**config.mk**
```make
export PLATFORM = sky130hd
export DESIGN_NAME = fdsor_top
export DESIGN_NICKNAME = d
export VERILOG_FILES = /design/src/verilog/fdsor_top.v
export VERILOG_INCLUDE_DIRS = /design/src /design/src/verilog
export SDC_FILE = /design/constraint.sdc
export NUM_CORES = 1
export LEC_CHECK = 0
export BUFFER_PORTS_ARGS = -buffer_cell sky130_fd_sc_hd__buf_4
export CORE_MARGIN = 5
export CORE_UTILIZATION = 47
export CTS_BUF_LIST = sky130_fd_sc_hd__clkbuf_4
export CTS_CLUSTER_DIAMETER = 50
export DETAILED_ROUTE_END_ITERATION = 6
export PLACE_DENSITY = 0.78
export SYNTH_ARGS = -nofsm -noshare
export SYNTH_HDL_FRONTEND = slang
export SYNTH_SLANG_ARGS = --single-unit
export TNS_END_PERCENT = 50
```
**constraint.sdc**
```tcl
create_clock -name i_mclk -period 1.3 [get_ports i_mclk]
set_input_delay 0.13 -clock i_mclk [delete_from_list [all_inputs] [get_ports i_mclk]]
set_output_delay 0.13 -clock i_mclk [all_outputs]
set_load 0.05 [all_outputs]
```
**src/verilog/fdsor_defines.vh**
```
// Constants for the floppy status and output register bank
//
// Overview of operation
// - Extended mode, status A bit 0 shows step direction, 1 means inward.
// - Extended mode, status A bits 1,2,4 inverted inputs; bits 3,5 side, step.
// - Extended mode, status A bit 6 always reads 1, no second drive.
// - Status A bit 7 shows disk interrupt level in extended and alternate modes.
// - Alternate mode, status A: inverted direction and side, true inputs, DMA request.
// - Alternate mode, status A bit 5 latches step; cleared by input read or reset.
// - Basic mode leaves the data bus undriven on status reads; extended always readable.
// - Extended mode, status B bits 0-2 show motors and write gate; motors hard-reset only.
// - Extended mode, status B bits 3,4 toggle on inactive read/write data edges.
// - Extended mode, status B bit 5 mirrors output register drive select 0 bit.
// - Extended mode, status B bits 6 and 7 always read 1.
// - Alternate mode, status B bits 0, 1 and 7 always read 1.
// - Alternate mode, status B bit 2 latches write gate rise; input read clears.
// - Alternate mode, status B bits 3,4 latch data inactive edges; not write-gate qualified.
// - Alternate mode, status B bits 5,6 show drive select outputs active low.
// - Output register writable anytime, zero on hard reset, kept through soft reset.
// - Output register bits 1:0 binary select, one drive select active at most.
// - Output bit 2 low holds soft reset; host holds it at least 100 ns.
// - Basic/alternate: output bit 3 gates DMA and interrupt pins, else floated/ignored.
// - Extended mode: DMA and interrupt pins always enabled; bit 3 still resets to 0.
// - Output bits 4 and 5 drive motor 0 and motor 1 outputs active.
// - Output bits 6 and 7 are not implemented and read 0.
`ifndef FDSOR_DEFINES_VH
`define FDSOR_DEFINES_VH

// ==========================================================
// Register addresses
`define FDSOR_ADDR_STATUS_A 10'h3f0
`define FDSOR_ADDR_STATUS_B 10'h3f1
`define FDSOR_ADDR_OUTPUT 10'h3f2

// ==========================================================
// Compatibility modes
`define FDSOR_MODE_EXT 2'h0
`define FDSOR_MODE_ALT 2'h1
`define FDSOR_MODE_BASIC 2'h2

// ==========================================================
// Output register fields and reset
`define FDSOR_OUT_RESET 8'h00
`define FDSOR_OUT_SEL_HI 1
`define FDSOR_OUT_SEL_LO 0
`define FDSOR_OUT_NRST 2
`define FDSOR_OUT_DMA_PIN_ENABLE 3
`define FDSOR_OUT_MOTOR_OUT_0 4
`define FDSOR_OUT_MOTOR_OUT_1 5
`define FDSOR_OUT_IMPL 8'h3f

// ==========================================================
// Fixed read values
`define FDSOR_BYTE_ZERO 8'h00
`define FDSOR_BIT_ONE 1'b1

// ==========================================================
// Timing: least soft reset hold, host side
`define FDSOR_SRST_MIN_NS 100
`define FDSOR_CLK_NS 4
`define FDSOR_SRST_MIN_CYC ((`FDSOR_SRST_MIN_NS + `FDSOR_CLK_NS - 1) / `FDSOR_CLK_NS)

`endif

```
**src/verilog/fdsor_top.v**
```verilog
// Floppy status registers A and B and the digital output register
`timescale 1ns/1ns
`include "fdsor_defines.vh"

module fdsor_top (
    // Clock and hardware reset
    input wire i_mclk,
    input wire i_reset,
    // Static configuration
    input wire [1:0] i_status_mode,
    // Host programmed-I/O port
    input wire [9:0] i_addr,
    input wire i_rd,
    input wire i_wr,
    input wire [7:0] i_wdata,
    input wire i_input_reg_read,
    output reg [7:0] o_rdata,
    output reg o_rdata_oe,
    // Controller core signals, same clock
    input wire i_step_dir,
    input wire i_head_side_select,
    input wire i_step,
    input wire i_write_gate_out,
    input wire i_write_data,
    input wire i_dma_request,
    input wire i_disk_interrupt_out,
    // Drive pins, asynchronous, active high inside
    input wire i_write_protect,
    input wire i_index,
    input wire i_track_zero_in,
    input wire i_read_data,
    // Host DMA inputs, asynchronous
    input wire i_dma_ack_n,
    input wire i_terminal_count,
    // Drive outputs
    output reg o_drive_select_0_n,
    output reg o_drive_select_1_n,
    output reg o_motor_out_0,
    output reg o_motor_out_1,
    // Core reset and DMA/interrupt pin gating
    output reg o_soft_reset_n,
    output reg o_dma_request,
    output reg o_dma_request_oe,
    output reg o_disk_interrupt_out,
    output reg o_disk_interrupt_oe,
    output reg o_dma_ack_n,
    output reg o_terminal_count
);

    // ==========================================================
    // Functions
    // Drive select decode, active low, used for pins and status B
    function fdsor_ds_n;
        input [1:0] sel;
        input idx;
        begin
            fdsor_ds_n = (sel != {1'b0, idx});
        end
    endfunction

    // ==========================================================
    // State
    reg [5:0] out_reg;
    reg [5:0] sync_a;
    reg [5:0] sync_b;
    reg rdata_prev;
    reg wdata_prev;
    reg step_prev;
    reg write_gate_out_prev;
    reg rdata_toggle;
    reg wdata_toggle;
    reg step_latch;
    reg write_gate_out_latch;
    reg rdata_latch;
    reg wdata_latch;
    reg [7:0] next_status_a;
    reg [7:0] next_status_b;
    reg [7:0] next_rdata;
    reg next_oe;

    wire wp_s = sync_b[0];
    wire idx_s = sync_b[1];
    wire track_zero_in_s = sync_b[2];
    wire rdata_s = sync_b[3];
    wire dack_n_s = sync_b[4];
    wire tc_s = sync_b[5];
    wire mode_ext = (i_status_mode == `FDSOR_MODE_EXT);
    wire mode_alt = (i_status_mode == `FDSOR_MODE_ALT);
    wire soft_rst = ~out_reg[`FDSOR_OUT_NRST];
    wire [1:0] sel = out_reg[`FDSOR_OUT_SEL_HI:`FDSOR_OUT_SEL_LO];
    wire pins_en = mode_ext | out_reg[`FDSOR_OUT_DMA_PIN_ENABLE];
    wire rdata_fall = rdata_prev & ~rdata_s;
    wire wdata_fall = wdata_prev & ~i_write_data;
    wire step_rise = i_step & ~step_prev;
    wire write_gate_out_rise = i_write_gate_out & ~write_gate_out_prev;

    // ==========================================================
    // Pin synchronisers; stage a is read only by stage b
    always @(posedge i_mclk) begin
        if (i_reset) begin
            sync_a <= 6'h00;
            sync_b <= 6'h00;
        end else begin
            sync_a <= {i_terminal_count, i_dma_ack_n, i_read_data,
                i_track_zero_in, i_index, i_write_protect};
            sync_b <= sync_a;
        end
    end

    // ==========================================================
    // Output register: written any time, kept through soft reset
    always @(posedge i_mclk) begin
        if (i_reset) begin
            out_reg <= 6'h00;
        end else if (i_wr && i_addr == `FDSOR_ADDR_OUTPUT) begin
            out_reg <= i_wdata[5:0];
        end
    end

    // ==========================================================
    // Edge history and toggle bits
    always @(posedge i_mclk) begin
        if (i_reset) begin
            rdata_prev <= 1'b0;
            wdata_prev <= 1'b0;
            step_prev <= 1'b0;
            write_gate_out_prev <= 1'b0;
            rdata_toggle <= 1'b0;
            wdata_toggle <= 1'b0;
        end else begin
            rdata_prev <= rdata_s;
            wdata_prev <= i_write_data;
            step_prev <= i_step;
            write_gate_out_prev <= i_write_gate_out;
            if (rdata_fall)
                rdata_toggle <= ~rdata_toggle;
            if (wdata_fall)
                wdata_toggle <= ~wdata_toggle;
        end
    end

    // ==========================================================
    // Sticky latches; a set in the clearing cycle wins
    always @(posedge i_mclk) begin
        if (i_reset) begin
            step_latch <= 1'b0;
            write_gate_out_latch <= 1'b0;
            rdata_latch <= 1'b0;
            wdata_latch <= 1'b0;
        end else begin
            if (step_rise)
                step_latch <= 1'b1;
            else if (i_input_reg_read || soft_rst)
                step_latch <= 1'b0;
            if (write_gate_out_rise)
                write_gate_out_latch <= 1'b1;
            else if (i_input_reg_read)
                write_gate_out_latch <= 1'b0;
            // Write data latch ignores write gate on purpose
            if (rdata_fall)
                rdata_latch <= 1'b1;
            else if (i_input_reg_read)
                rdata_latch <= 1'b0;
            if (wdata_fall)
                wdata_latch <= 1'b1;
            else if (i_input_reg_read)
                wdata_latch <= 1'b0;
        end
    end

    // ==========================================================
    // Status layouts per mode
    always @* begin
        if (mode_ext) begin
            next_status_a = {i_disk_interrupt_out, `FDSOR_BIT_ONE, i_step, ~track_zero_in_s,
                i_head_side_select, ~idx_s, ~wp_s, i_step_dir};
            next_status_b = {`FDSOR_BIT_ONE, `FDSOR_BIT_ONE,
                out_reg[`FDSOR_OUT_SEL_LO], wdata_toggle, rdata_toggle,
                i_write_gate_out, out_reg[`FDSOR_OUT_MOTOR_OUT_1],
                out_reg[`FDSOR_OUT_MOTOR_OUT_0]};
        end else begin
            next_status_a = {i_disk_interrupt_out, i_dma_request, step_latch, track_zero_in_s,
                ~i_head_side_select, idx_s, wp_s, ~i_step_dir};
            next_status_b = {`FDSOR_BIT_ONE, fdsor_ds_n(sel, 1'b1), fdsor_ds_n(sel, 1'b0),
                wdata_latch, rdata_latch, write_gate_out_latch,
                `FDSOR_BIT_ONE, `FDSOR_BIT_ONE};
        end
    end

    // ==========================================================
    // Read decode; basic-mode status reads and unmapped addresses float the bus
    always @* begin
        next_rdata = `FDSOR_BYTE_ZERO;
        next_oe = 1'b0;
        if (i_rd) begin
            case (i_addr)
                `FDSOR_ADDR_STATUS_A: begin
                    next_rdata = next_status_a;
                    next_oe = mode_ext | mode_alt;
                end
                `FDSOR_ADDR_STATUS_B: begin
                    next_rdata = next_status_b;
                    next_oe = mode_ext | mode_alt;
                end
                `FDSOR_ADDR_OUTPUT: begin
                    next_rdata = {2'b00, out_reg} & `FDSOR_OUT_IMPL;
                    next_oe = 1'b1;
                end
                default: begin
                    next_rdata = `FDSOR_BYTE_ZERO;
                    next_oe = 1'b0;
                end
            endcase
        end
    end

    // ==========================================================
    // Registered outputs
    always @(posedge i_mclk) begin
        if (i_reset) begin
            o_rdata <= `FDSOR_BYTE_ZERO;
            o_rdata_oe <= 1'b0;
            o_drive_select_0_n <= 1'b1;
            o_drive_select_1_n <= 1'b1;
            o_motor_out_0 <= 1'b0;
            o_motor_out_1 <= 1'b0;
            o_soft_reset_n <= 1'b0;
            o_dma_request <= 1'b0;
            // Extended mode keeps the pins enabled even while reset is held
            o_dma_request_oe <= mode_ext;
            o_disk_interrupt_out <= 1'b0;
            o_disk_interrupt_oe <= mode_ext;
            o_dma_ack_n <= 1'b1;
            o_terminal_count <= 1'b0;
        end else begin
            o_rdata <= next_rdata;
            o_rdata_oe <= next_oe;
            o_drive_select_0_n <= fdsor_ds_n(sel, 1'b0);
            o_drive_select_1_n <= fdsor_ds_n(sel, 1'b1);
            o_motor_out_0 <= out_reg[`FDSOR_OUT_MOTOR_OUT_0];
            o_motor_out_1 <= out_reg[`FDSOR_OUT_MOTOR_OUT_1];
            // Held low as long as the bit is low; hold time is the host's duty
            o_soft_reset_n <= out_reg[`FDSOR_OUT_NRST];
            o_dma_request <= i_dma_request;
            o_dma_request_oe <= pins_en;
            o_disk_interrupt_out <= i_disk_interrupt_out;
            o_disk_interrupt_oe <= pins_en;
            o_dma_ack_n <= dack_n_s | ~pins_en;
            o_terminal_count <= tc_s & pins_en;
        end
    end

endmodule
```
Yosys cells after proc, flatten, opt, wreduce, memory -nomap -nowiden
Cells that the tools add are included.
{ "totals": {"output_inout_bits": 20, "reg_bits": 47, "word_cells": 73, "inputBits": 38} }
{ "classes": {"bitwise": 22, "mux": 11, "reduce_logical": 10, "n_eq_ne": 5} }
{ "ops": {"columns": ["op", "n"], "rows": [
  ["10-bit == test, second input constant", 3],
  ["8-bit one-hot mux with 3 select lines", 1],
  ["7-bit 2-to-1 mux", 2],
  ["1-bit inverter", 14],
  ["2-bit nonzero test", 5],
  ["1-bit 2-to-1 mux", 7],
  ["1-bit AND", 5],
  ["2-bit OR reduction", 2],
  ["1-bit OR", 3],
  ["2-bit by 1-bit == test with 1-bit output, second input constant", 1],
  ["2-bit logical NOT", 1],
  ["2-bit by 1-bit inequality test with 1-bit output, second input constant", 1],
  ["1-bit one-hot mux with 2 select lines", 1],
  ["1-bit logical AND", 1],
  ["1-bit logical OR", 1]
]} }

Depth between registers and ports, before layout
{ "logic_depth": {"depth_word": 4, "depth_mapped": 5, "ltp_nobuf": 3} }

Least setup slack after synthesis
OpenSTA, ideal clock, no wires.
{ "synth_path": {"path_type": "input -> register", "start": "in i_addr[2]", "end": "reg o_rdata[0]", "setup_time_ns": 0.103, "arrival_ns": 1.259, "setup_slack_ns": -0.062, "path_buffers": 1, "required_time_ns": 1.197, "path_stages": 4, "path_cell_list": "nand4bb_1 > or4_1 > buf_6 > a2111oi_2"} }
{ "synth_between": {"elab_chain_len": 2, "word_cells_on_any_way": 4, "cone_classes": "eq/ne: 3; mux: 1"} }
{ "synth_lines": {"columns": ["item", "line_no", "source"], "rows": [
  ["from (decl)", "fdsor_top.v:12", "input wire [9:0] i_addr,"],
  ["10-bit == test", "fdsor_top.v:196", "case (i_addr)"],
  ["8-bit one-hot mux with 3 select lines *", "fdsor_top.v:196", null],
  ["to (signal assigned)", "fdsor_top.v:221", "o_rdata <= `FDSOR_BYTE_ZERO;"],
  ["to (signal assigned)", "fdsor_top.v:236", "o_rdata <= next_rdata;"],
  ["to (decl)", "fdsor_top.v:17", "output reg [7:0] o_rdata,"]
]} }
Every way passes the cells marked *; elsewhere a longest branch is shown, timed or not.
A chain may end at the register's enable or synchronous reset.

Final worst setup path
{ "layout_path": {"start": "in i_addr[2]", "end": "reg o_rdata[5]"} }
Same word-level chain as after synthesis.

==> metrics.cfg <==
[run_status]
status = finished, final reports clean

[clock_tree]
clock_path_buffers = 2
clk_pin_slew_ns = 0.13
cts_tree = done
cts-root-buf = clkbuf_4
clock_latency_ns = 0.35
cts_inserted_buffers = 5
cts_resized = 0
htreeDepth = 2
clock_sinks = 47

[place]
post-place-ws_ns = -0.325
gp_congestion = 0.816
placed_area_mm2 = 0.00228
port_buffers = 55
dp_hpwl_mm = 2.64

[timing]
hold_violations = 0
clock_skew_ns = 0.00670
slew_violations = 0
clock.fmax_mhz = 802
period_minus_slack_ns = 1.25
min_period_over_period_pct = 95.9
slew_headroom_pct = 68.4
setup_slack_ns = 0.0538
tightest_slew_ns = 0.461
rsz0062_at_grt = false
setup_viol = 0

[yosys]
ys_ff_latch = 47
synthArstFlopShare_pct = 0
synthSimpleGateAreaFrac_pct = 25.9
syn_area_mm2 = 0.00180
seq_area_frac_synth_pct = 52.3
yosys.area_share.adder_pct = 0
synthXorXnorAreaFrac_pct = 0.974
synth_warnings = 0
syn_nets = 219
syn_inst = 181
synthMuxAreaShare_pct = 3.55
synth-main-ff-cell = dfxtp_1
synth_compound_area_share_pct = 12.7
synth_edf_count = 0
yosys-top-cells-area = dfxtp_1, nor2b_1, nand2b_1
synth_top_area_cell = dfxtp_1
avgSynthCellArea_um2 = 9.93
synth_top_family_by_area = simple AND/OR/NAND/NOR gates
ys_types = 35
synth_top_area_share_pct = 52.3

[worst_setup_path]
critPathSlowestCell = or4_1
crit_required_ns = 1.55
cp_num_buf_inv = 1
r2r_cells = 3
rr_endpoint = o_rdata[5]$_SDFF_PP0_
critPathLaunchType = input pin
crit_type = input pin to flop
cp-end-kind = flop
max_stage_delay_ns = 0.66
worst_ep_arrival_time_ns = 1.49
cp_top_family = simple AND/OR/NAND/NOR gates
crit_chain = buf_4 > nand4bb_1 > or4_1 > a2111oi_1
worstPathMaxFanout = 6
reg2reg_slack_ns = 0.18
reg2reg_from = step_latch$_SDFFE_PP0P_

[routing]
wl_per_cell_um = 12.4
num_vias = 1428
drt_iter0_markers = 110
ant_nets = 0
remaining_drc_errors = 0
totalWireLength_mm = 3.70
dr.pass1.iters = 4
via_per_inst = 4.78

[hold_path]
min_path_cells = 3
hold_end = out_reg[3]$_SDFFE_PP0P_
hold_path_class = input pin to flop
hp-start = i_wdata[3]

[layout]
area_growth_pct = 37.3
fin_area_mm2 = 0.00247
top_register = o_rdata
drive_above_1_share_pct = 31.5
largest_reg_flops = 8
nNetsFinal = 288
diodes = 0

[floorplanning]
io_pins = 58
die_x_um = 71.9
rows = 22
core_area_mm2 = 0.00369
start_util_pct = 48.7
die_height_um = 71.9
die-area_mm2 = 0.00516

[power]
peakVddDrop_mv = 0.914
p_per_area_mw_per_mm2 = 1070
p_leak_nw = 1.01

[global_routing]
grt_start_max_net_pins = 41
grt_first_pass_wirelength_mm = 6.22
first_global_vias = 1394
grt_usage_pct = 15.1
grt_overflow = 0
antenna_found_initial = 0

[flow_run]
max_cap_violations = 0

## cells in the mapped netlist (all sizes together) (2+ instances only)
cell     count
a211oi       3
mux2         3
nor2        13
o21ai        6
or3          3
a2111oi      4
nor3         3
buf          3
nor3b        4
a21oi        7
a32o         2
inv          5
nor2b       30
nand3b       2
xnor2        2
mux2i        3
clkbuf      11
dfxtp       47
a2111o       3
o21a         4
nand2b      11
nand2        2
nor4b        3
## timing repair
item,CTS,global route
hold buffers,11,0
endpoints found under the hold margin,11,0
setup buffers,0,0
## power breakdown
group | switching (mW) | internal, mW
logic | 0.150 | 0.172
clock network | 0.443 | 0.396
registers | 0.0126 | 1.48
## metrics by stage
stage          power [mW]  instances  setup TNS [ns]  util, %  hold WS (ns)
2_1_floorplan        1.69        181          -0.120        -         0.211
3_3_place_gp         1.82        280           -1.86     61.9         0.342
3_5_place_dp         1.82        280           -2.08     61.9         0.344
6_report             2.65        299               0     66.9        0.0313
5_1_grt              2.78        299               0     66.9        0.0118
4_1_cts              2.68        299               0     66.9        0.0225
## worst max path at each step
stage,startpoint,endpoint,slack (ns),depth (start not counted)
2_1_floorplan,i_addr[2],o_rdata[0]$_SDFF_PP0_,-0.06,4
3_5_place_dp,i_addr[2],o_rdata[5]$_SDFF_PP0_,-0.33,4
6_report,i_addr[2],o_rdata[5]$_SDFF_PP0_,0.05,4
5_1_grt,i_addr[2],o_rdata[5]$_SDFF_PP0_,0.02,4
3_3_place_gp,i_addr[2],o_rdata_oe$_SDFF_PP0_,-0.27,5
4_1_cts,i_addr[2],o_rdata[5]$_SDFF_PP0_,0.05,4
## worst register-to-register path, cell delays in order, from the launching register on
cell and delay [ns]:
dfxtp_1 0.33, o21a_1 0.09, a2111oi_0 0.46, a2111oi_1 0.12
## metal layers
| layer | up-vias | track usage [%] | share of wire, % |
|---|---|---|---|
| li1 | 750 | - | - |
| met5 | - | 0 | 0 |
| met3 | 4 | 4.91 | 6.4 |
| met2 | 34 | 25.9 | 49 |
| met1 | 640 | 17.9 | 44 |
| met4 | 0 | 4.38 | 0.57 |
## cell families (layout without fill, tap and decap cells)
group	Yosys count	count (layout)
AND/OR/NAND/NOR	77	77
flip-flops	47	47
AO/OA/AOI/OAI	30	30
buffers and inverters	19	89
multiplexers	6	6
XOR/XNOR	2	2
## cell type report
| type | count | area, µm² |
|---|---|---|
| Multi-Input combinational cell | 115 | 774 |
| Fill cell | 311 | 1220 |
| Inverter | 5 | 18.8 |
| Timing Repair Buffer | 76 | 598 |
| Sequential cell | 47 | 941 |
| Clock inverter | 3 | 38.8 |
| Clock buffer | 5 | 37.5 |
| Tap cell | 48 | 60.1 |
## cells in the final DEF (no fill, tap or decap), drive strengths merged, types with 3 or more instances in the layout
cell         count
a2111o           3
a2111oi          4
a211oi           3
a21oi            7
buf             65
clkbuf           5
dfxtp           47
dlygate4sd3     11
inv              5
mux2             3
mux2i            3
nand2b          11
nor2            13
nor2b           30
nor3             3
nor3b            4
nor4b            3
o21a             4
o21ai            6
or3              3
(Power assumes the default switching activity.)
